==> src/hdl/fdp_pkg.sv <==
// Constants, layouts and types of the FIFO DMA port handshake block
// How it works
// - Request pin level follows request polarity
// - Cycle steal: one request per unit
// - Burst: request held until all done
// - Request pin driven only when enabled
// - Acknowledge read at selected polarity
// - Strobe mode counts only with acknowledge pin
// - Acknowledge pin off blocks split bus
// - End pin polarity for drive and sample
// - Count done or short packet ends transfer
// - Packet mode: buffer done ends transfer
// - IN direction ignores packet mode
// - End pin disabled: released and unused
// - End pin output for OUT, input IN
// - Bus mode 0: drive always for OUT
// - Bus mode 1: drive during ack and strobe
// - Sixteen bit CPU data port at 0x14
// - Port bits kept in D0 to D15 order
// - Pipe direction picks receive or transmit
// - Control pipe takes direction from select bit
// - Burst bit 0 steal, 1 burst
package fdp_pkg;

	// ------------------------------------------------
	// Register map
	// ------------------------------------------------
	localparam logic [7:0]  CFG_ADDR  = 8'h0C;
	localparam logic [7:0]  DATA_ADDR = 8'h14;
	localparam logic [15:0] CFG_RESET = 16'h0000;
	localparam logic [15:0] CFG_WMASK = 16'h7774;
	localparam logic [15:0] RD_ZERO   = 16'h0000;
	localparam logic [2:0]  CTRL_PIPE = 3'h0;

	// ------------------------------------------------
	// Configuration field positions
	// ------------------------------------------------
	localparam int unsigned REQ_POL_BIT  = 14;
	localparam int unsigned BURST_BIT    = 13;
	localparam int unsigned REQ_OE_BIT   = 12;
	localparam int unsigned ACK_POL_BIT  = 10;
	localparam int unsigned STRB_BIT     = 9;
	localparam int unsigned ACK_PIN_BIT  = 8;
	localparam int unsigned END_POL_BIT  = 6;
	localparam int unsigned PKT_MODE_BIT = 5;
	localparam int unsigned END_EN_BIT   = 4;
	localparam int unsigned OUT_BUS_BIT  = 2;

	// ------------------------------------------------
	// Types
	// ------------------------------------------------
	typedef struct packed {
		logic req_pol;
		logic burst;
		logic req_oe;
		logic ack_pol;
		logic strb_mode;
		logic ack_pin;
		logic end_pol;
		logic pkt_mode;
		logic end_en;
		logic out_bus;
	} fdp_cfg_t;

	typedef struct packed {
		logic        cs;
		logic        wr;
		logic        rd;
		logic [7:0]  addr;
		logic [15:0] wdata;
	} fdp_cpu_req_t;

	typedef enum logic [1:0] {
		REQ_IDLE = 2'b00,
		REQ_ON   = 2'b01,
		REQ_WAIT = 2'b11
	} fdp_req_state_t;

endpackage

==> src/hdl/fdp_cfg_reg.sv <==
// Pin control configuration register
`timescale 1ns/1ps
`default_nettype none
module fdp_cfg_reg
	import fdp_pkg::*;
(
	// Clock and reset
	input  wire logic        clk_i,
	input  wire logic        nrst_i,
	// Write side
	input  wire logic        wr_i,
	input  wire logic [15:0] wdata_i,
	// Contents
	output logic [15:0]      word_o,
	output fdp_cfg_t         cfg_o
);

	// ------------------------------------------------
	// Storage
	// ------------------------------------------------
	logic [15:0] word;
	wire  [15:0] next_word = wdata_i & CFG_WMASK;

	always_ff @(posedge clk_i or negedge nrst_i) begin
		if (!nrst_i) begin
			word <= CFG_RESET;
		end else if (wr_i) begin
			word <= next_word;
		end
	end

	// ------------------------------------------------
	// Field split
	// ------------------------------------------------
	assign word_o          = word;
	assign cfg_o.req_pol   = word[REQ_POL_BIT];
	assign cfg_o.burst     = word[BURST_BIT];
	assign cfg_o.req_oe    = word[REQ_OE_BIT];
	assign cfg_o.ack_pol   = word[ACK_POL_BIT];
	assign cfg_o.strb_mode = word[STRB_BIT];
	assign cfg_o.ack_pin   = word[ACK_PIN_BIT];
	assign cfg_o.end_pol   = word[END_POL_BIT];
	assign cfg_o.pkt_mode  = word[PKT_MODE_BIT];
	assign cfg_o.end_en    = word[END_EN_BIT];
	assign cfg_o.out_bus   = word[OUT_BUS_BIT];

endmodule // fdp_cfg_reg
`default_nettype wire

==> src/hdl/fdp_req_gen.sv <==
// DMA request sequencer, cycle steal or burst
`timescale 1ns/1ps
`default_nettype none
module fdp_req_gen
	import fdp_pkg::*;
(
	// Clock and reset
	input  wire logic clk_i,
	input  wire logic nrst_i,
	// Control
	input  wire logic burst_i,
	input  wire logic unit_avail_i,
	input  wire logic all_done_i,
	input  wire logic ack_act_i,
	// Request
	output logic      req_act_o
);

	// ------------------------------------------------
	// Sequencer
	// ------------------------------------------------
	fdp_req_state_t state;
	fdp_req_state_t next_state;

	always_comb begin
		next_state = state;
		case (state)
			REQ_IDLE: begin
				if (unit_avail_i && !all_done_i) begin
					next_state = REQ_ON;
				end
			end
			REQ_ON: begin
				if (burst_i) begin
					if (all_done_i) begin
						next_state = REQ_IDLE;
					end
				end else if (ack_act_i) begin
					next_state = REQ_WAIT;
				end
			end
			REQ_WAIT: begin
				// Waits for the acknowledge to drop so one unit gives one request
				if (!ack_act_i) begin
					next_state = REQ_IDLE;
				end
			end
			default: begin
				next_state = REQ_IDLE;
			end
		endcase
	end

	always_ff @(posedge clk_i or negedge nrst_i) begin
		if (!nrst_i) begin
			state <= REQ_IDLE;
		end else begin
			state <= next_state;
		end
	end

	assign req_act_o = (state == REQ_ON);

endmodule // fdp_req_gen
`default_nettype wire

==> src/hdl/fdp_port.sv <==
// FIFO DMA port handshake, pin control and CPU data port
`timescale 1ns/1ps
`default_nettype none
module fdp_port
	import fdp_pkg::*;
(
	// Clock and reset
	input  wire logic          clk_i,
	input  wire logic          nrst_i,
	// CPU register access
	input  wire fdp_cpu_req_t  cpu_i,
	output logic [15:0]        cpu_rdata_o,
	// Pipe selection
	input  wire logic [2:0]    cur_pipe_i,
	input  wire logic          pipe_dir_i,
	input  wire logic          ctrl_pipe_dir_sel_i,
	input  wire logic          dma_pipe_dir_i,
	// CPU port transmit stream
	output logic [15:0]        tx_data_o,
	output logic               tx_valid_o,
	input  wire logic          tx_ready_i,
	// CPU port receive stream
	input  wire logic [15:0]   rx_data_i,
	input  wire logic          rx_valid_i,
	output logic               rx_ready_o,
	// DMA FIFO side
	input  wire logic          dma_unit_avail_i,
	input  wire logic          dma_all_done_i,
	input  wire logic [7:0]    dma_rdata_i,
	output logic               dma_pop_o,
	output logic [7:0]         dma_wdata_o,
	output logic               dma_push_o,
	// End of transfer causes and report
	input  wire logic          pkt_count_done_i,
	input  wire logic          short_pkt_i,
	input  wire logic          buf_done_i,
	output logic               xfer_end_seen_o,
	// Handshake pins
	output logic               dreq_o,
	output logic               dreq_oe_o,
	input  wire logic          dack_i,
	input  wire logic          cpu_dma_ack_i,
	input  wire logic          dma_strobe_n_i,
	input  wire logic          rd_n_i,
	input  wire logic          wr_n_i,
	// Split bus data pins
	input  wire logic [7:0]    sd_i,
	output logic [7:0]         sd_o,
	output logic               sd_oe_o,
	// End of transfer pin
	input  wire logic          xfer_end_pin_i,
	output logic               xfer_end_pin_o,
	output logic               xfer_end_pin_oe_o
);

	// ------------------------------------------------
	// Address decode
	// ------------------------------------------------
	wire cfg_hit  = cpu_i.cs && (cpu_i.addr == CFG_ADDR);
	wire data_hit = cpu_i.cs && (cpu_i.addr == DATA_ADDR);
	wire cfg_wr   = cfg_hit && cpu_i.wr;
	wire data_wr  = data_hit && cpu_i.wr;
	wire data_rd  = data_hit && cpu_i.rd;

	// ------------------------------------------------
	// Configuration register
	// ------------------------------------------------
	fdp_cfg_t    cfg;
	logic [15:0] cfg_word;

	fdp_cfg_reg u_cfg (
		.clk_i   (clk_i),
		.nrst_i  (nrst_i),
		.wr_i    (cfg_wr),
		.wdata_i (cpu_i.wdata),
		.word_o  (cfg_word),
		.cfg_o   (cfg)
	);

	// ------------------------------------------------
	// CPU port direction
	// ------------------------------------------------
	wire ctrl_sel = (cur_pipe_i == CTRL_PIPE);
	// Control pipe has no fixed direction, so the select bit stands in for it
	wire cpu_tx   = ctrl_sel ? ctrl_pipe_dir_sel_i
	                         : pipe_dir_i;
	wire cpu_push = data_wr && cpu_tx && !tx_valid_o;
	wire cpu_pop  = data_rd && !cpu_tx;

	// ------------------------------------------------
	// CPU transmit holding register
	// ------------------------------------------------
	// A write while the previous word is still pending is dropped
	always_ff @(posedge clk_i or negedge nrst_i) begin
		if (!nrst_i) begin
			tx_valid_o <= 1'b0;
		end else if (cpu_push) begin
			tx_valid_o <= 1'b1;
		end else if (tx_ready_i) begin
			tx_valid_o <= 1'b0;
		end
	end

	always_ff @(posedge clk_i or negedge nrst_i) begin
		if (!nrst_i) begin
			tx_data_o <= RD_ZERO;
		end else if (cpu_push) begin
			tx_data_o <= cpu_i.wdata;
		end
	end

	// ------------------------------------------------
	// CPU receive holding register
	// ------------------------------------------------
	logic        rx_full;
	logic [15:0] rx_hold;
	wire         rx_load = rx_valid_i && !rx_full;

	assign rx_ready_o = !rx_full;

	always_ff @(posedge clk_i or negedge nrst_i) begin
		if (!nrst_i) begin
			rx_full <= 1'b0;
		end else if (rx_load) begin
			rx_full <= 1'b1;
		end else if (cpu_pop) begin
			rx_full <= 1'b0;
		end
	end

	always_ff @(posedge clk_i or negedge nrst_i) begin
		if (!nrst_i) begin
			rx_hold <= RD_ZERO;
		end else if (rx_load) begin
			rx_hold <= rx_data_i;
		end
	end

	// ------------------------------------------------
	// Read data
	// ------------------------------------------------
	wire [15:0] data_rval = cpu_tx ? RD_ZERO : rx_hold;
	wire [15:0] next_rdata = cfg_hit  ? cfg_word
	                       : data_hit ? data_rval
	                       : RD_ZERO;

	always_ff @(posedge clk_i or negedge nrst_i) begin
		if (!nrst_i) begin
			cpu_rdata_o <= RD_ZERO;
		end else if (cpu_i.cs && cpu_i.rd) begin
			cpu_rdata_o <= next_rdata;
		end
	end

	// ------------------------------------------------
	// Handshake decode
	// ------------------------------------------------
	wire dma_out  = !dma_pipe_dir_i;
	wire dma_in   = dma_pipe_dir_i;
	wire dack_act = (dack_i == cfg.ack_pol);
	// Without the acknowledge pin the CPU bus cycle is the handshake
	wire ack_act  = cfg.ack_pin ? dack_act : cpu_dma_ack_i;
	wire split_en = cfg.ack_pin;
	wire use_dstb = cfg.ack_pin && cfg.strb_mode;
	wire rw_act   = dma_out ? !rd_n_i : !wr_n_i;
	wire strb_act = use_dstb ? !dma_strobe_n_i : rw_act;
	wire cyc_act  = ack_act && strb_act;

	// ------------------------------------------------
	// Request sequencer and pin
	// ------------------------------------------------
	logic req_act;

	fdp_req_gen u_req (
		.clk_i        (clk_i),
		.nrst_i       (nrst_i),
		.burst_i      (cfg.burst),
		.unit_avail_i (dma_unit_avail_i),
		.all_done_i   (dma_all_done_i),
		.ack_act_i    (ack_act),
		.req_act_o    (req_act)
	);

	wire req_live = req_act && cfg.req_oe;
	wire req_lvl  = cfg.req_pol ? req_live : !req_live;

	always_ff @(posedge clk_i or negedge nrst_i) begin
		if (!nrst_i) begin
			dreq_o    <= 1'b1;
			dreq_oe_o <= 1'b0;
		end else begin
			dreq_o    <= req_lvl;
			dreq_oe_o <= cfg.req_oe;
		end
	end

	// ------------------------------------------------
	// Split bus transfer strobe
	// ------------------------------------------------
	logic cyc_q;
	// Data moves at the trailing edge so the pins have settled
	wire  cyc_done = cyc_q && !cyc_act && split_en;

	always_ff @(posedge clk_i or negedge nrst_i) begin
		if (!nrst_i) begin
			cyc_q <= 1'b0;
		end else begin
			cyc_q <= cyc_act;
		end
	end

	always_ff @(posedge clk_i or negedge nrst_i) begin
		if (!nrst_i) begin
			dma_pop_o  <= 1'b0;
			dma_push_o <= 1'b0;
		end else begin
			dma_pop_o  <= cyc_done && dma_out;
			dma_push_o <= cyc_done && dma_in;
		end
	end

	// Input data is caught while the strobe is active
	always_ff @(posedge clk_i or negedge nrst_i) begin
		if (!nrst_i) begin
			dma_wdata_o <= 8'h00;
		end else if (cyc_act && dma_in && split_en) begin
			dma_wdata_o <= sd_i;
		end
	end

	always_ff @(posedge clk_i or negedge nrst_i) begin
		if (!nrst_i) begin
			sd_o <= 8'h00;
		end else begin
			sd_o <= dma_rdata_i;
		end
	end

	// ------------------------------------------------
	// Pin drive windows
	// ------------------------------------------------
	wire drive_win = cfg.out_bus ? cyc_act : 1'b1;
	wire sd_drive  = split_en && dma_out && drive_win;
	wire end_drive = cfg.end_en && dma_out && drive_win;
	wire in_win    = cfg.out_bus ? ack_act : 1'b1;

	always_ff @(posedge clk_i or negedge nrst_i) begin
		if (!nrst_i) begin
			sd_oe_o           <= 1'b0;
			xfer_end_pin_oe_o <= 1'b0;
		end else begin
			sd_oe_o           <= sd_drive;
			xfer_end_pin_oe_o <= end_drive;
		end
	end

	// ------------------------------------------------
	// End of transfer, OUT direction
	// ------------------------------------------------
	wire eot_cause = cfg.pkt_mode ? buf_done_i
	                              : (pkt_count_done_i || short_pkt_i);
	wire eot_set   = cfg.end_en && dma_out && eot_cause;
	logic end_pend;

	// A cause that lands on the closing strobe keeps the flag set
	always_ff @(posedge clk_i or negedge nrst_i) begin
		if (!nrst_i) begin
			end_pend <= 1'b0;
		end else if (eot_set) begin
			end_pend <= 1'b1;
		end else if (cyc_done || !cfg.end_en) begin
			end_pend <= 1'b0;
		end
	end

	wire end_lvl = cfg.end_pol ? end_pend : !end_pend;

	always_ff @(posedge clk_i or negedge nrst_i) begin
		if (!nrst_i) begin
			xfer_end_pin_o <= 1'b1;
		end else begin
			xfer_end_pin_o <= end_lvl;
		end
	end

	// ------------------------------------------------
	// End of transfer, IN direction
	// ------------------------------------------------
	wire end_in_act = (xfer_end_pin_i == cfg.end_pol);
	wire end_in_ok  = cfg.end_en && dma_in && in_win;
	wire end_in_now = end_in_ok && end_in_act;
	logic end_in_q;

	always_ff @(posedge clk_i or negedge nrst_i) begin
		if (!nrst_i) begin
			end_in_q        <= 1'b0;
			xfer_end_seen_o <= 1'b0;
		end else begin
			end_in_q        <= end_in_now;
			xfer_end_seen_o <= end_in_now && !end_in_q;
		end
	end

endmodule // fdp_port
`default_nettype wire

==> config.mk <==
export PLATFORM = sky130hd
export DESIGN_NAME = fdp_port
export DESIGN_NICKNAME = d
export VERILOG_FILES = /design/src/hdl/fdp_pkg.sv /design/src/hdl/fdp_cfg_reg.sv /design/src/hdl/fdp_req_gen.sv /design/src/hdl/fdp_port.sv
export SDC_FILE = /design/constraint.sdc
export NUM_CORES = 1
export LEC_CHECK = 0
export ABC_AREA = 0
export BUFFER_PORTS_ARGS = -buffer_cell sky130_fd_sc_hd__buf_4
export CELL_PAD_IN_SITES_DETAIL_PLACEMENT = 1
export CELL_PAD_IN_SITES_GLOBAL_PLACEMENT = 1
export CORE_MARGIN = 2
export CORE_UTILIZATION = 25
export DETAILED_ROUTE_END_ITERATION = 12
export GPL_TIMING_DRIVEN = 1
export PLACE_DENSITY_LB_ADDON = 0.1
export SYNTH_ARGS = -nofsm -noshare
export SYNTH_HDL_FRONTEND = slang
export SYNTH_HIERARCHICAL = 1
export SYNTH_SLANG_ARGS = --single-unit
==> constraint.sdc <==
create_clock -name clk_i -period 2.1 [get_ports clk_i]
set_input_delay 0.105 -clock clk_i [delete_from_list [all_inputs] [get_ports clk_i]]
set_output_delay 0.105 -clock clk_i [all_outputs]
set_load 0.01 [all_outputs]
After elaboration in Yosys (flattened, before gate mapping)
Index checks and enable logic that the tools add are counted.
{ "op_classes": {"eq_ne": 10, "mux": 24, "reduce_logical": 50} }
{ "op_table": {"columns": ["operator", "count"], "rows": [
  ["16-bit two-way mux", 3],
  ["1-bit logical AND", 29],
  ["1-bit two-way mux", 15],
  ["1-bit logical NOT", 13],
  ["2-bit two-way mux", 5],
  ["8-bit by 4-bit == test with 1-bit output, second input constant", 1],
  ["8-bit by 5-bit == test with 1-bit output, second input constant", 1],
  ["2-bit one-hot mux with 3 select lines", 1],
  ["2-bit nonzero test", 3],
  ["4-bit AND reduction", 1],
  ["3-bit logical NOT", 1],
  ["3-bit by 2-bit inequality test with 1-bit output, second input constant", 1],
  ["3-bit inequality test, second input constant", 1],
  ["1-bit == test", 2],
  ["2-bit by 1-bit == test with 1-bit output, second input constant", 1],
  ["2-bit == test, second input constant", 1],
  ["2-bit logical NOT", 1],
  ["1-bit logical OR", 2],
  ["2-bit by 1-bit inequality test with 1-bit output, second input constant", 1],
  ["2-bit inequality test, second input constant", 1]
]} }
{ "totals": {"word_cells": 104, "register_bits": 89, "input_bits": 80} }

Longest topological paths before layout
Gate-level depths: netlist of the first run.
{ "depth": {"depth_word": 10, "depth_mapped": 7} }

Cells and area by module
Netlist of the first run, hierarchy kept.
{ "modules_own_cells": {"columns": ["mod", "cells_per_inst", "n_inst", "area_each_um2"], "rows": [
  ["fdp_port", 228, 1, 3120.5],
  ["fdp_cfg_reg", 38, 1, 535.5],
  ["fdp_req_gen", 10, 1, 98.8]
]} }

Worst setup path after synthesis of the first run
OpenSTA, ideal clock, no wires.
{ "synth_path": {"path_kind": "in2reg", "from": "input port cur_pipe_i[1]", "to": "register tx_data_o[10]", "required_time_ns": 1.975, "n_path_buf": 2, "setup_time_ns": 0.125, "setup_slack_ns": 0.595, "cell_stages": 6, "t_arrival_ns": 1.380, "cell_sequence": "nor3_1 -> mux2_2 -> and4bb_1 -> buf_6 -> buf_12 -> mux2_4"} }
{ "synth_between": {"elab_chain_len": 4} }
{ "synth_lines": {"columns": ["element", "line", "rtl"], "rows": [
  ["start: declaration", "fdp_port.sv:14", "input wire logic [2:0] cur_pipe_i,"],
  ["3-bit logical NOT", "fdp_port.sv:83", "wire ctrl_sel = (cur_pipe_i == CTRL_PIPE);"],
  ["1-bit two-way mux", "fdp_port.sv:85", "wire cpu_tx = ctrl_sel ? ctrl_pipe_dir_sel_i"],
  ["1-bit logical AND (2 in series)", "fdp_port.sv:87", "wire cpu_push = data_wr && cpu_tx && !tx_valid_o;"],
  ["end signal: assignment", "fdp_port.sv:108", "tx_data_o <= cpu_i.wdata;"],
  ["end: declaration", "fdp_port.sv:19", "output logic [15:0] tx_data_o,"]
]} }
Every way passes these cells.
A chain may end at the register's enable or synchronous reset.

Final worst setup path of the first run
{ "layout_path": {"from": "register u_cfg.word[10] (netlist: u_cfg/word_o[10])", "to": "register dma_wdata_o[4]"} }
{ "layout_between": {"elab_chain_len": 5} }
{ "layout_lines": {"columns": ["element", "line", "rtl"], "rows": [
  ["start: declaration", "fdp_cfg_reg.sv:21", "logic [15:0] word;"],
  ["start signal: assignment", "fdp_cfg_reg.sv:28", "word <= next_word;"],
  ["1-bit == test", "fdp_port.sv:160", "wire dack_act = (dack_i == cfg.ack_pol);"],
  ["1-bit two-way mux", "fdp_port.sv:162", "wire ack_act = cfg.ack_pin ? dack_act : cpu_dma_ack_i;"],
  ["1-bit logical AND", "fdp_port.sv:167", "wire cyc_act = ack_act && strb_act;"],
  ["1-bit logical AND (2 in series)", "fdp_port.sv:226", "end else if (cyc_act && dma_in && split_en) begin"],
  ["end signal: assignment", "fdp_port.sv:227", "dma_wdata_o <= sd_i;"],
  ["end: declaration", "fdp_port.sv:31", "output logic [7:0] dma_wdata_o,"]
]} }
Every way passes these cells.

==> results.yml, run 1 <==
status:
  status: "completed"
timing:
  max-slew-margin-rel: 0.5492
  rsz0062_at_grt: "false"
  setup_slack_ns: 0.3844
  setup-tns-final_ns: 0
  fmax_mhz: 582.9
  hold_violations: 0
  finClkSkew_ns: 0.005811
  setup_viol: 0
  finalMaxSlewViolations: 0
  tightest_slew_ns: 0.6745
  fin_hold_ws_ns: 0.01658
  fin_crit_sh: 0.8170
  layout_min_cycle_time_ns: 1.716
final_layout:
  fin_nets: 533
  layout.cells.most_common_list: "buf_4, dfrtp_1, dlygate4sd3_1"
  fin_util: 0.3947
  drive_gt1_frac: 0.4694
  syn2layout_area_growth_pct: 53.35
  final_common_cell: "buf_4"
  antenna_cells: 0
setup_path:
  cp-startpoint: "u_cfg/word_o[10]$_DFFE_PN0P_"
  critPathMaxFanout: 8
  cp.arrival_ns: 1.94
  critPathBufInv: 0
  worst_setup_path_start_kind: "register"
  path_cells: "xnor2_1 -> and4_1 -> mux2_2"
  slowest_delay_ns: 0.52
  regToRegStartpoint: "u_cfg/word_o[10]$_DFFE_PN0P_"
  crit_required_ns: 2.32
  slowest_stage: "and4_1"
  crit_type: "register to register"
  worstSetupEndpointType: "register"
  crit_family: "simple AND/OR/NAND/NOR gates"
cts:
  cts_made_buffers: 9
  cts_max_level: 3
  cts_setup_buffers: 0
  clk_path_buf_depth: 2
  cts_resized: 0
  cts_tree: "yes"
  cts_root_buf: "clkbuf_16"
  clkSinkCount: 89
  clk_pin_slew_ns: 0.06
  hold_buffers: 48
  clk_latency_ns: 0.34
routing:
  dr_total_vias: 2797
  wl_um: 10080
  viasPerCell: 4.357
  drtPass1Iterations: 4
  route.detailed.drc: 0
  antenna_left: 0
  drt_iter0_drc: 94
  wl_per_cell_um: 15.70
global_route:
  overflow: 0
  antenna_found_initial: 0
  grt_pass1_wl_um: 16530
  grt_pass1_vias: 3167
  grtUsageTotal: 0.1337
  grt_max_degree: 42
place:
  portBuffers: 137
  preCtsSetupSlack_ns: 0.3541
  gp_congestion: 0.6948
  hpwl_um: 7220
yosys:
  synth_cells: 276
  synth.distinct_cells: 44
  synth-seq-cells: 89
  seq_area_frac_synth: 0.5938
  synth_edf_count: 0
  avgSynthCellArea_sq_um: 13.60
  ys.flop_type: "dfrtp_1"
  async_flop_share: 1.000
  synth_warnings: 6
  syn_area_sq_mm: 0.003755
run:
  drv_cap: 0
pwr:
  p_per_area_mw_per_mm2: 746.0
  power_leakage_nw: 2.804
  peakVddDrop_mv: 0.3243
die:
  ioPinCount: 138
  dieHeight_um: 126.6
  floorplan.initialDensity: 0.2574
  die_area_sq_mm: 0.01602
  die_w_um: 126.6
  rows: 44
  core-area_sq_mm: 0.01459
worst_hold_path:
  min_path_type: "primary input to register"
  min_from: "dma_pipe_dir_i"
[routing by layer]
metal  wire (um)  up-vias  global-route usage
li1            -     1307                   -
met1        4340     1404              0.1663
met2        5056       71              0.2211
met3         488       15             0.03248
met4         192        0             0.05818
met5           0        -                   0
[report_power, final]
part	switching, mW	internal [mW]
sequential	0.0522	1.80
combinational	0.164	0.269
clock	0.666	1.35
[logic make-up after synthesis]
| logic type | share of synthesized area |
|---|---|
| AO/OA/AOI/OAI | 0.07698 |
| XOR/XNOR | 0.009332 |
| buffers and inverters | 0.06431 |
| flip-flops | 0.5938 |
| multiplexers | 0.1739 |
| other | 0.0009987 |
| AND/OR/NAND/NOR | 0.08064 |
[through the flow]
step           total power, mW  cells  instance area, sq um
6_report                 4.296    642                  5758
5_1_grt                  4.498    642                  5758
4_1_cts                  4.366    641                  5748
3_5_place_dp             2.251    577                  4890
3_3_place_gp             2.240    577                  4890
2_1_floorplan            2.020    281                  3774
[area by class of cell]
cell class | count | area (sq um)
clock buffer | 11 | 252.7
sequential | 89 | 2230
clock inverter | 5 | 125.1
fill | 1554 | 8831
inverter | 7 | 26.28
tap | 184 | 230.2
multi-input combinational | 154 | 1305
timing repair buffer | 192 | 1589
[worst paths after layout]
path	cells past startpoint	slack, ns	endpoint
hold / removal	2	0.02	dma_pop_o$_DFF_PN0_
min in group asynchronous	2	0.22	tx_data_o[11]$_DFFE_PN0P_
max in group asynchronous	3	1.20	dreq_o$_DFF_PN1_
hold reg to reg	1	0.40	xfer_end_seen_o$_DFF_PN0_
setup reg to reg	3	0.38	dma_wdata_o[4]$_DFFE_PN0P_
setup / recovery	3	0.38	dma_wdata_o[4]$_DFFE_PN0P_
[cells in the mapped netlist, types with 2 or more instances]
library cell / number / area [sq um]
a21boi_0: 2 / 15.01
a21oi_1: 2 / 10.01
a221o_1: 9 / 90.09
a22oi_1: 7 / 52.55
and2_1: 2 / 12.51
and4_2: 2 / 20.02
buf_2: 6 / 30.03
buf_4: 16 / 120.1
buf_6: 2 / 22.52
clkbuf_1: 5 / 18.77
dfrtp_1: 87 / 2177
dfstp_2: 2 / 52.55
inv_1: 7 / 26.28
mux2_2: 30 / 337.8
mux2_4: 19 / 285.3
mux2i_1: 3 / 30.03
nand2_1: 22 / 82.58
nor2b_1: 4 / 25.02
nor3_1: 9 / 45.04
nor3b_1: 4 / 30.03
nor4_1: 2 / 12.51
o21ai_0: 9 / 45.04
o21ai_1: 2 / 10.01
xnor2_1: 2 / 17.52
xor2_1: 2 / 17.52
[flip-flops by register name, indices dropped and copies added (netlist names), 2 cells and up]
register      cells
cpu_rdata_o      16
rx_hold          16
tx_data_o        16
u_cfg/word_o     10
dma_wdata_o       8
sd_o              8
u_req/state       2
(Power assumes the default switching activity.)
==> run 2, diff against run 1 <==
ABC_AREA = 1   (was 0)
clock period = 1.8 ns   (was 2.1 ns; I/O delays follow)
==> run 2 against run 1 <==
Area after synthesis rose by 11%. Worst hold slack got worse by 0.0086 ns. Sequential power rose by 26%. Global-route usage rose by 1.1 points. Critical path type is now primary input to register. Largest power group is now registers.
==> results.yml, run 2 <==
status:
  status: "completed"
routing:
  drt_iter0_drc: 100
  dr_total_vias: 3639
  antenna_left: 0
  wl_um: 12110
  drtPass1Iterations: 4
  viasPerCell: 4.121
  route.detailed.drc: 0
  wl_per_cell_um: 13.72
pwr:
  power_leakage_nw: 3.219
  p_per_area_mw_per_mm2: 871.8
  peakVddDrop_mv: 0.4522
cts:
  clk_latency_ns: 0.34
  cts_tree: "yes"
  clk_path_buf_depth: 2
  cts_max_level: 3
  cts_resized: 0
  cts_made_buffers: 9
  cts_root_buf: "clkbuf_16"
  cts_setup_buffers: 0
  clk_pin_slew_ns: 0.07
  clkSinkCount: 89
global_route:
  overflow: 0
  grtUsageTotal: 0.1442
  grt_pass1_wl_um: 20380
  grt_max_degree: 41
  antenna_found_initial: 0
  grt_pass1_vias: 4037
place:
  gp_congestion: 0.7134
  portBuffers: 137
  hpwl_um: 8827
yosys:
  yosysMostFrequentCell: "nand2_1"
  synth_top_area_cell: "dfrtp_1"
  avgSynthCellArea_sq_um: 8.512
  synth-seq-cells: 89
  synth_warnings: 6
  synth_top_area_frac: 0.5241
  synth_cells: 488
  yosys-top-cells-count: "nand2_1, dfrtp_1, inv_1"
  synth.distinct_cells: 33
  synth_area_leaders: "dfrtp_1, nand2_1, inv_1"
  seq_area_frac_synth: 0.5367
  synth_edf_count: 0
  ys.flop_type: "dfrtp_1"
  syn_area_sq_mm: 0.004154
  async_flop_share: 1.000
setup_path:
  worstSetupEndpointType: "register"
  worst_setup_path_start_kind: "primary input"
  critPathMaxFanout: 5
  r2r_slack_ns: 0.22
  cp.arrival_ns: 1.87
  crit_type: "primary input to register"
  crit_required_ns: 2.08
final_layout:
  final_common_cell: "buf_4"
  syn2layout_area_growth_pct: 45.24
  top_regs: "cpu_rdata_o (16), rx_hold (16), tx_data_o (16)"
  layout.cells.most_common_list: "buf_4, nand2_1, dfrtp_1"
  drive_gt1_frac: 0.2956
  fin_nets: 738
  fill_cells: 1925
  antenna_cells: 0
timing:
  max-slew-margin-rel: 0.6283
  setup-tns-final_ns: 0
  hold_violations: 0
  fmax_mhz: 629.9
  finalMaxSlewViolations: 0
  setup_viol: 0
  fin_crit_sh: 0.8819
  finClkSkew_ns: 0.008448
  tightest_slew_ns: 0.5576
  layout_min_cycle_time_ns: 1.587
  fin_hold_ws_ns: 0.007975
  rsz0062_at_grt: "false"
die:
  rows: 47
  floorplan.initialDensity: 0.2532
  die_area_sq_mm: 0.01766
  die_w_um: 132.9
  dieHeight_um: 132.9
  core-area_sq_mm: 0.01641
  ioPinCount: 138
run:
  drv_cap: 0
worst_hold_path:
  min_path_type: "primary input to register"
-- run 2: cell count changes in the layout (fill, tap and decap cells not counted), sizes merged, moves of 8 or more --
cell         previous run  this run
nor2                    1        62
nor3                    9         1
o21ai                  11        19
nand2                  22       132
mux2                   49         0
inv                     7        78
a21oi                   2        35
nand3                   1        26
dlygate4sd3            49        40
a221o                   9         0
nand4                   0        10
-- run 2: metal layers --
layer,part of all wire,GRT usage
met5,0,0
met4,0.014,0.05078
met3,0.054,0.03563
met2,0.47,0.2372
met1,0.46,0.1848
-- run 2: repair_timing --
item	4_1_cts	5_1_grt
hold buffers	40	0
endpoints found under the hold margin	77	0
endpoints found under the setup margin	0	0
-- run 2: final timing paths --
check,from,endpoint,cells after the start
max,dma_pipe_dir_i,end_pend$_DFFE_PN0P_,8
min,rx_data_i[15],rx_hold[15]$_DFFE_PN0P_,3
max reg2reg,u_cfg/word_o[10]$_DFFE_PN0P_,dma_wdata_o[3]$_DFFE_PN0P_,6
min reg2reg,end_in_q$_DFF_PN0_,xfer_end_seen_o$_DFF_PN0_,1
max in group asynchronous,nrst_i,xfer_end_pin_o$_DFF_PN1_,3
min in group asynchronous,nrst_i,rx_hold[1]$_DFFE_PN0P_,2
-- run 2: cells by family after synthesis --
group / synth area share
buffers and inverters: 0.1238
flip-flops: 0.5367
other: 0.0009027
AND/OR/NAND/NOR: 0.2488
AO/OA/AOI/OAI: 0.08344
XOR/XNOR: 0.006326
-- run 2: per-stage QoR --
step	setup WS (ns)	instance area, sq um	power, mW	std cells	utilization
floorplan	0.5262	4173	2.831	493	-
global placement	0.3534	5320	3.216	827	0.3243
detailed placement	0.1837	5320	3.261	827	0.3243
CTS	0.1802	6033	5.349	883	0.3677
global route	0.03927	6033	5.567	883	0.3677
finish	0.2125	6033	5.260	883	0.3677
-- run 2: layout make-up --
| cell class | count | area (sq um) | share of cell area |
|---|---|---|---|
| inverter | 76 | 285.3 | 0.04728 |
| timing repair buffer | 185 | 1501 | 0.2489 |
| sequential | 89 | 2230 | 0.3696 |
| clock buffer | 10 | 239.0 | 0.03961 |
| multi-input combinational | 297 | 1429 | 0.2368 |
| tap | 220 | 275.3 | 0.04562 |
| clock inverter | 6 | 73.82 | 0.01224 |
-- run 2: power by group --
part	total, mW	internal (mW)	switching [mW]
registers	2.33	2.22	0.108
logic	0.940	0.455	0.485
clock network	1.99	1.14	0.855
-- run 2: worst max-delay path, cell delays in order --
cell,delay (ns)
dlygate4sd3_1,0.54
buf_4,0.15
inv_1,0.15
nand2_1,0.10
a21oi_1,0.12
o31ai_1,0.09
dlygate4sd3_1,0.56
nand2_1,0.06
==> run 3, diff against run 2 <==
CORE_UTILIZATION = 36   (was 25)
SYNTH_HIERARCHICAL = unset   (was 1)
==> run 3 against run 2 <==
Sequential cell count stayed put. Global-route usage increased by 5.8 points. Critical path depth stayed put. Combinational power grew 4.4%. Register-to-register slack gained 0.13 ns. Largest cell class unchanged.
==> results.yml, run 3 <==
status:
  status: "completed"
cts:
  clkSinkCount: 89
  clk_path_buf_depth: 2
  cts_made_buffers: 9
  clk_latency_ns: 0.35
  cts_tree: "yes"
  cts_max_level: 3
  cts_root_buf: "clkbuf_8"
  clk_pin_slew_ns: 0.09
global_route:
  antenna_found_initial: 0
  grtUsageTotal: 0.2026
  use_met3: 0.04782
  grtUsageMet2: 0.3458
  grt_pass1_wl_um: 18170
  grt_max_degree: 43
  grt.busiest_layer: "met2"
  grt_pass1_vias: 3757
  overflow: 0
  grtUsageMet1: 0.2591
final_layout:
  regArea_sq_mm: 0.002230
  top_regs: "cpu_rdata_o (16), rx_hold (16), tx_data_o (16)"
  drive_gt1_frac: 0.3203
  fin_nets: 687
  syn2layout_area_growth_pct: 50.16
  layout.cells.most_common_list: "buf_4, nand2_1, dfrtp_1"
  final_common_cell: "buf_4"
  fill_cells: 1236
  antenna_cells: 0
  multi_input_area_sq_mm: 0.001406
timing:
  finClkSkew_ns: 0.01439
  fin_crit_sh: 0.8681
  setup_slack_ns: 0.2375
  max-slew-margin-rel: 0.6075
  setup-tns-final_ns: 0
  tightest_slew_ns: 0.5888
  rsz0062_at_grt: "false"
  finalMaxSlewViolations: 0
  fmax_mhz: 640.0
  setup_viol: 0
  layout_min_cycle_time_ns: 1.563
  fin_hold_ws_ns: 0.01281
  hold_violations: 0
setup_path:
  reg2reg_depth: 7
  worstSetupEndpointType: "register"
  reg2reg_to: "end_pend$_DFFE_PN0P_"
  cp.arrival_ns: 1.85
  crit_type: "primary input to register"
  regToRegStartpoint: "u_cfg.word_o[8]$_DFFE_PN0P_"
  r2r_slack_ns: 0.35
  worst_setup_path_start_kind: "primary input"
  critPathMaxFanout: 5
  crit_required_ns: 2.08
yosys:
  synth.distinct_cells: 29
  avgSynthCellArea_sq_um: 9.296
  syn_nets: 494
  async_flop_share: 1.000
  syn_area_sq_mm: 0.003849
  ys.flop_type: "dfrtp_1"
  synth-seq-cells: 89
  synth_cells: 414
  yosysMostFrequentCell: "nand2_1"
  seq_area_frac_synth: 0.5793
  synth_top_area_cell: "dfrtp_1"
  synth_area_leaders: "dfrtp_1, nand2_1, nor2_1"
  synth_edf_count: 0
  synth_warnings: 0
  yosys-top-cells-count: "nand2_1, dfrtp_1, nor2_1"
  synth_top_area_frac: 0.5657
die:
  die_area_sq_mm: 0.01153
  rows: 37
  floorplan.initialDensity: 0.3711
  die_w_um: 107.4
  core-area_sq_mm: 0.01037
  dieHeight_um: 107.4
  ioPinCount: 138
pwr:
  p_per_area_mw_per_mm2: 864.6
  peakVddDrop_mv: 0.4236
  p_seq_frac: 0.485
  p_int_mw: 3.695
  swShare: 0.2604
  power_leakage_nw: 3.008
  pwr-share-comb: 0.196
  power.switching_mw: 1.301
  p_clk_frac: 0.318
worst_hold_path:
  min_from: "cpu_i[1]"
  holdPathEnd: "tx_data_o[1]$_DFFE_PN0P_"
  min_path_type: "primary input to register"
  whs_path_depth: 3
place:
  gp_congestion: 0.7563
  portBuffers: 137
  hpwl_um: 7744
  preCtsSetupSlack_ns: 0.3371
routing:
  dr_total_vias: 3582
  wl_per_cell_um: 14.98
  viasPerCell: 4.789
  drtPass1Iterations: 4
  route.detailed.drc: 0
  drt_iter0_drc: 74
  antenna_left: 0
  wl_um: 11210
run:
  drv_cap: 0
[run 3: cell count changes after synthesis, sizes merged, moves of 8 or more]
cell,before,now
nand3,26,37
buf,26,15
nor2,62,54
mux2,0,16
a21oi,35,3
nand4,10,25
nand2,132,123
inv,75,30
[run 3: what timing repair did]
item | 4_1_cts | 5_1_grt
resized for setup | 0 | 0
buffers inserted | 0 | 0
endpoints found under the hold margin | 90 | 0
hold buffers | 51 | 0
[run 3: routing by layer]
layer	up-vias	wire length (um)	part of all wire
li1	1723	-	-
met1	1751	4880	0.44
met2	99	5599	0.50
met3	9	621	0.055
met4	0	106	0.0095
met5	-	0	0
[run 3: logic make-up (layout without fill, tap and decap cells)]
group / count (synthesis) / count (layout) / synth area share
AND/OR/NAND/NOR: 241 / 241 / 0.2851
flip-flops: 89 / 89 / 0.5793
XOR/XNOR: 2 / 2 / 0.004552
AO/OA/AOI/OAI: 19 / 19 / 0.02893
multiplexers: 16 / 16 / 0.04681
buffers and inverters: 47 / 245 / 0.05527
[run 3: cell type report]
type | instances | share of cell area
inverter | 32 | 0.02100
timing repair buffer | 197 | 0.2801
clock inverter | 2 | 0.01039
sequential | 89 | 0.3858
clock buffer | 14 | 0.02988
tap | 136 | 0.02944
multi-input combinational | 278 | 0.2433
[run 3: worst max path at each step]
| stage | endpoint | depth (start not counted) | slack, ns | start |
|---|---|---|---|---|
| 2_1_floorplan | rx_hold[10]$_DFFE_PN0P_ | 4 | 0.57 | rx_full$_DFFE_PN0P_ |
| 3_3_place_gp | end_pend$_DFFE_PN0P_ | 7 | 0.39 | u_cfg.word_o[8]$_DFFE_PN0P_ |
| 3_5_place_dp | tx_data_o[0]$_DFFE_PN0P_ | 9 | 0.34 | cpu_i[21] |
| 4_1_cts | end_pend$_DFFE_PN0P_ | 8 | 0.28 | dma_pipe_dir_i |
| 5_1_grt | end_pend$_DFFE_PN0P_ | 8 | 0.15 | dma_pipe_dir_i |
| 6_report | end_pend$_DFFE_PN0P_ | 8 | 0.24 | dma_pipe_dir_i |
[run 3: power groups by stage]
stage          clock, mW  combinational (mW)  sequential (mW)
3_5_place_dp           0               0.903             2.46
4_1_cts             1.63               0.991             2.42
2_1_floorplan          0               0.433             2.46
6_report            1.59               0.981             2.42
5_1_grt             1.72                1.09             2.46
3_3_place_gp           0               0.876             2.45
[run 3: worst max-delay path, stage by stage]
cell and delay [ns]:
dlygate4sd3_1 0.55, buf_4 0.16, inv_1 0.14, nand2_1 0.10, nor2_1 0.11, o31ai_1 0.06
dlygate4sd3_1 0.55, nand2_1 0.08
[run 3: stage by stage]
stage               power, mW  utilization  cells  cell area, sq um
floorplan               2.893            -    414              3849
global placement        3.328       0.4856    681              5036
detailed placement      3.367       0.4856    681              5036
CTS                     5.041       0.5573    748              5779
global route            5.263       0.5573    748              5779
finish                  4.997       0.5573    748              5779
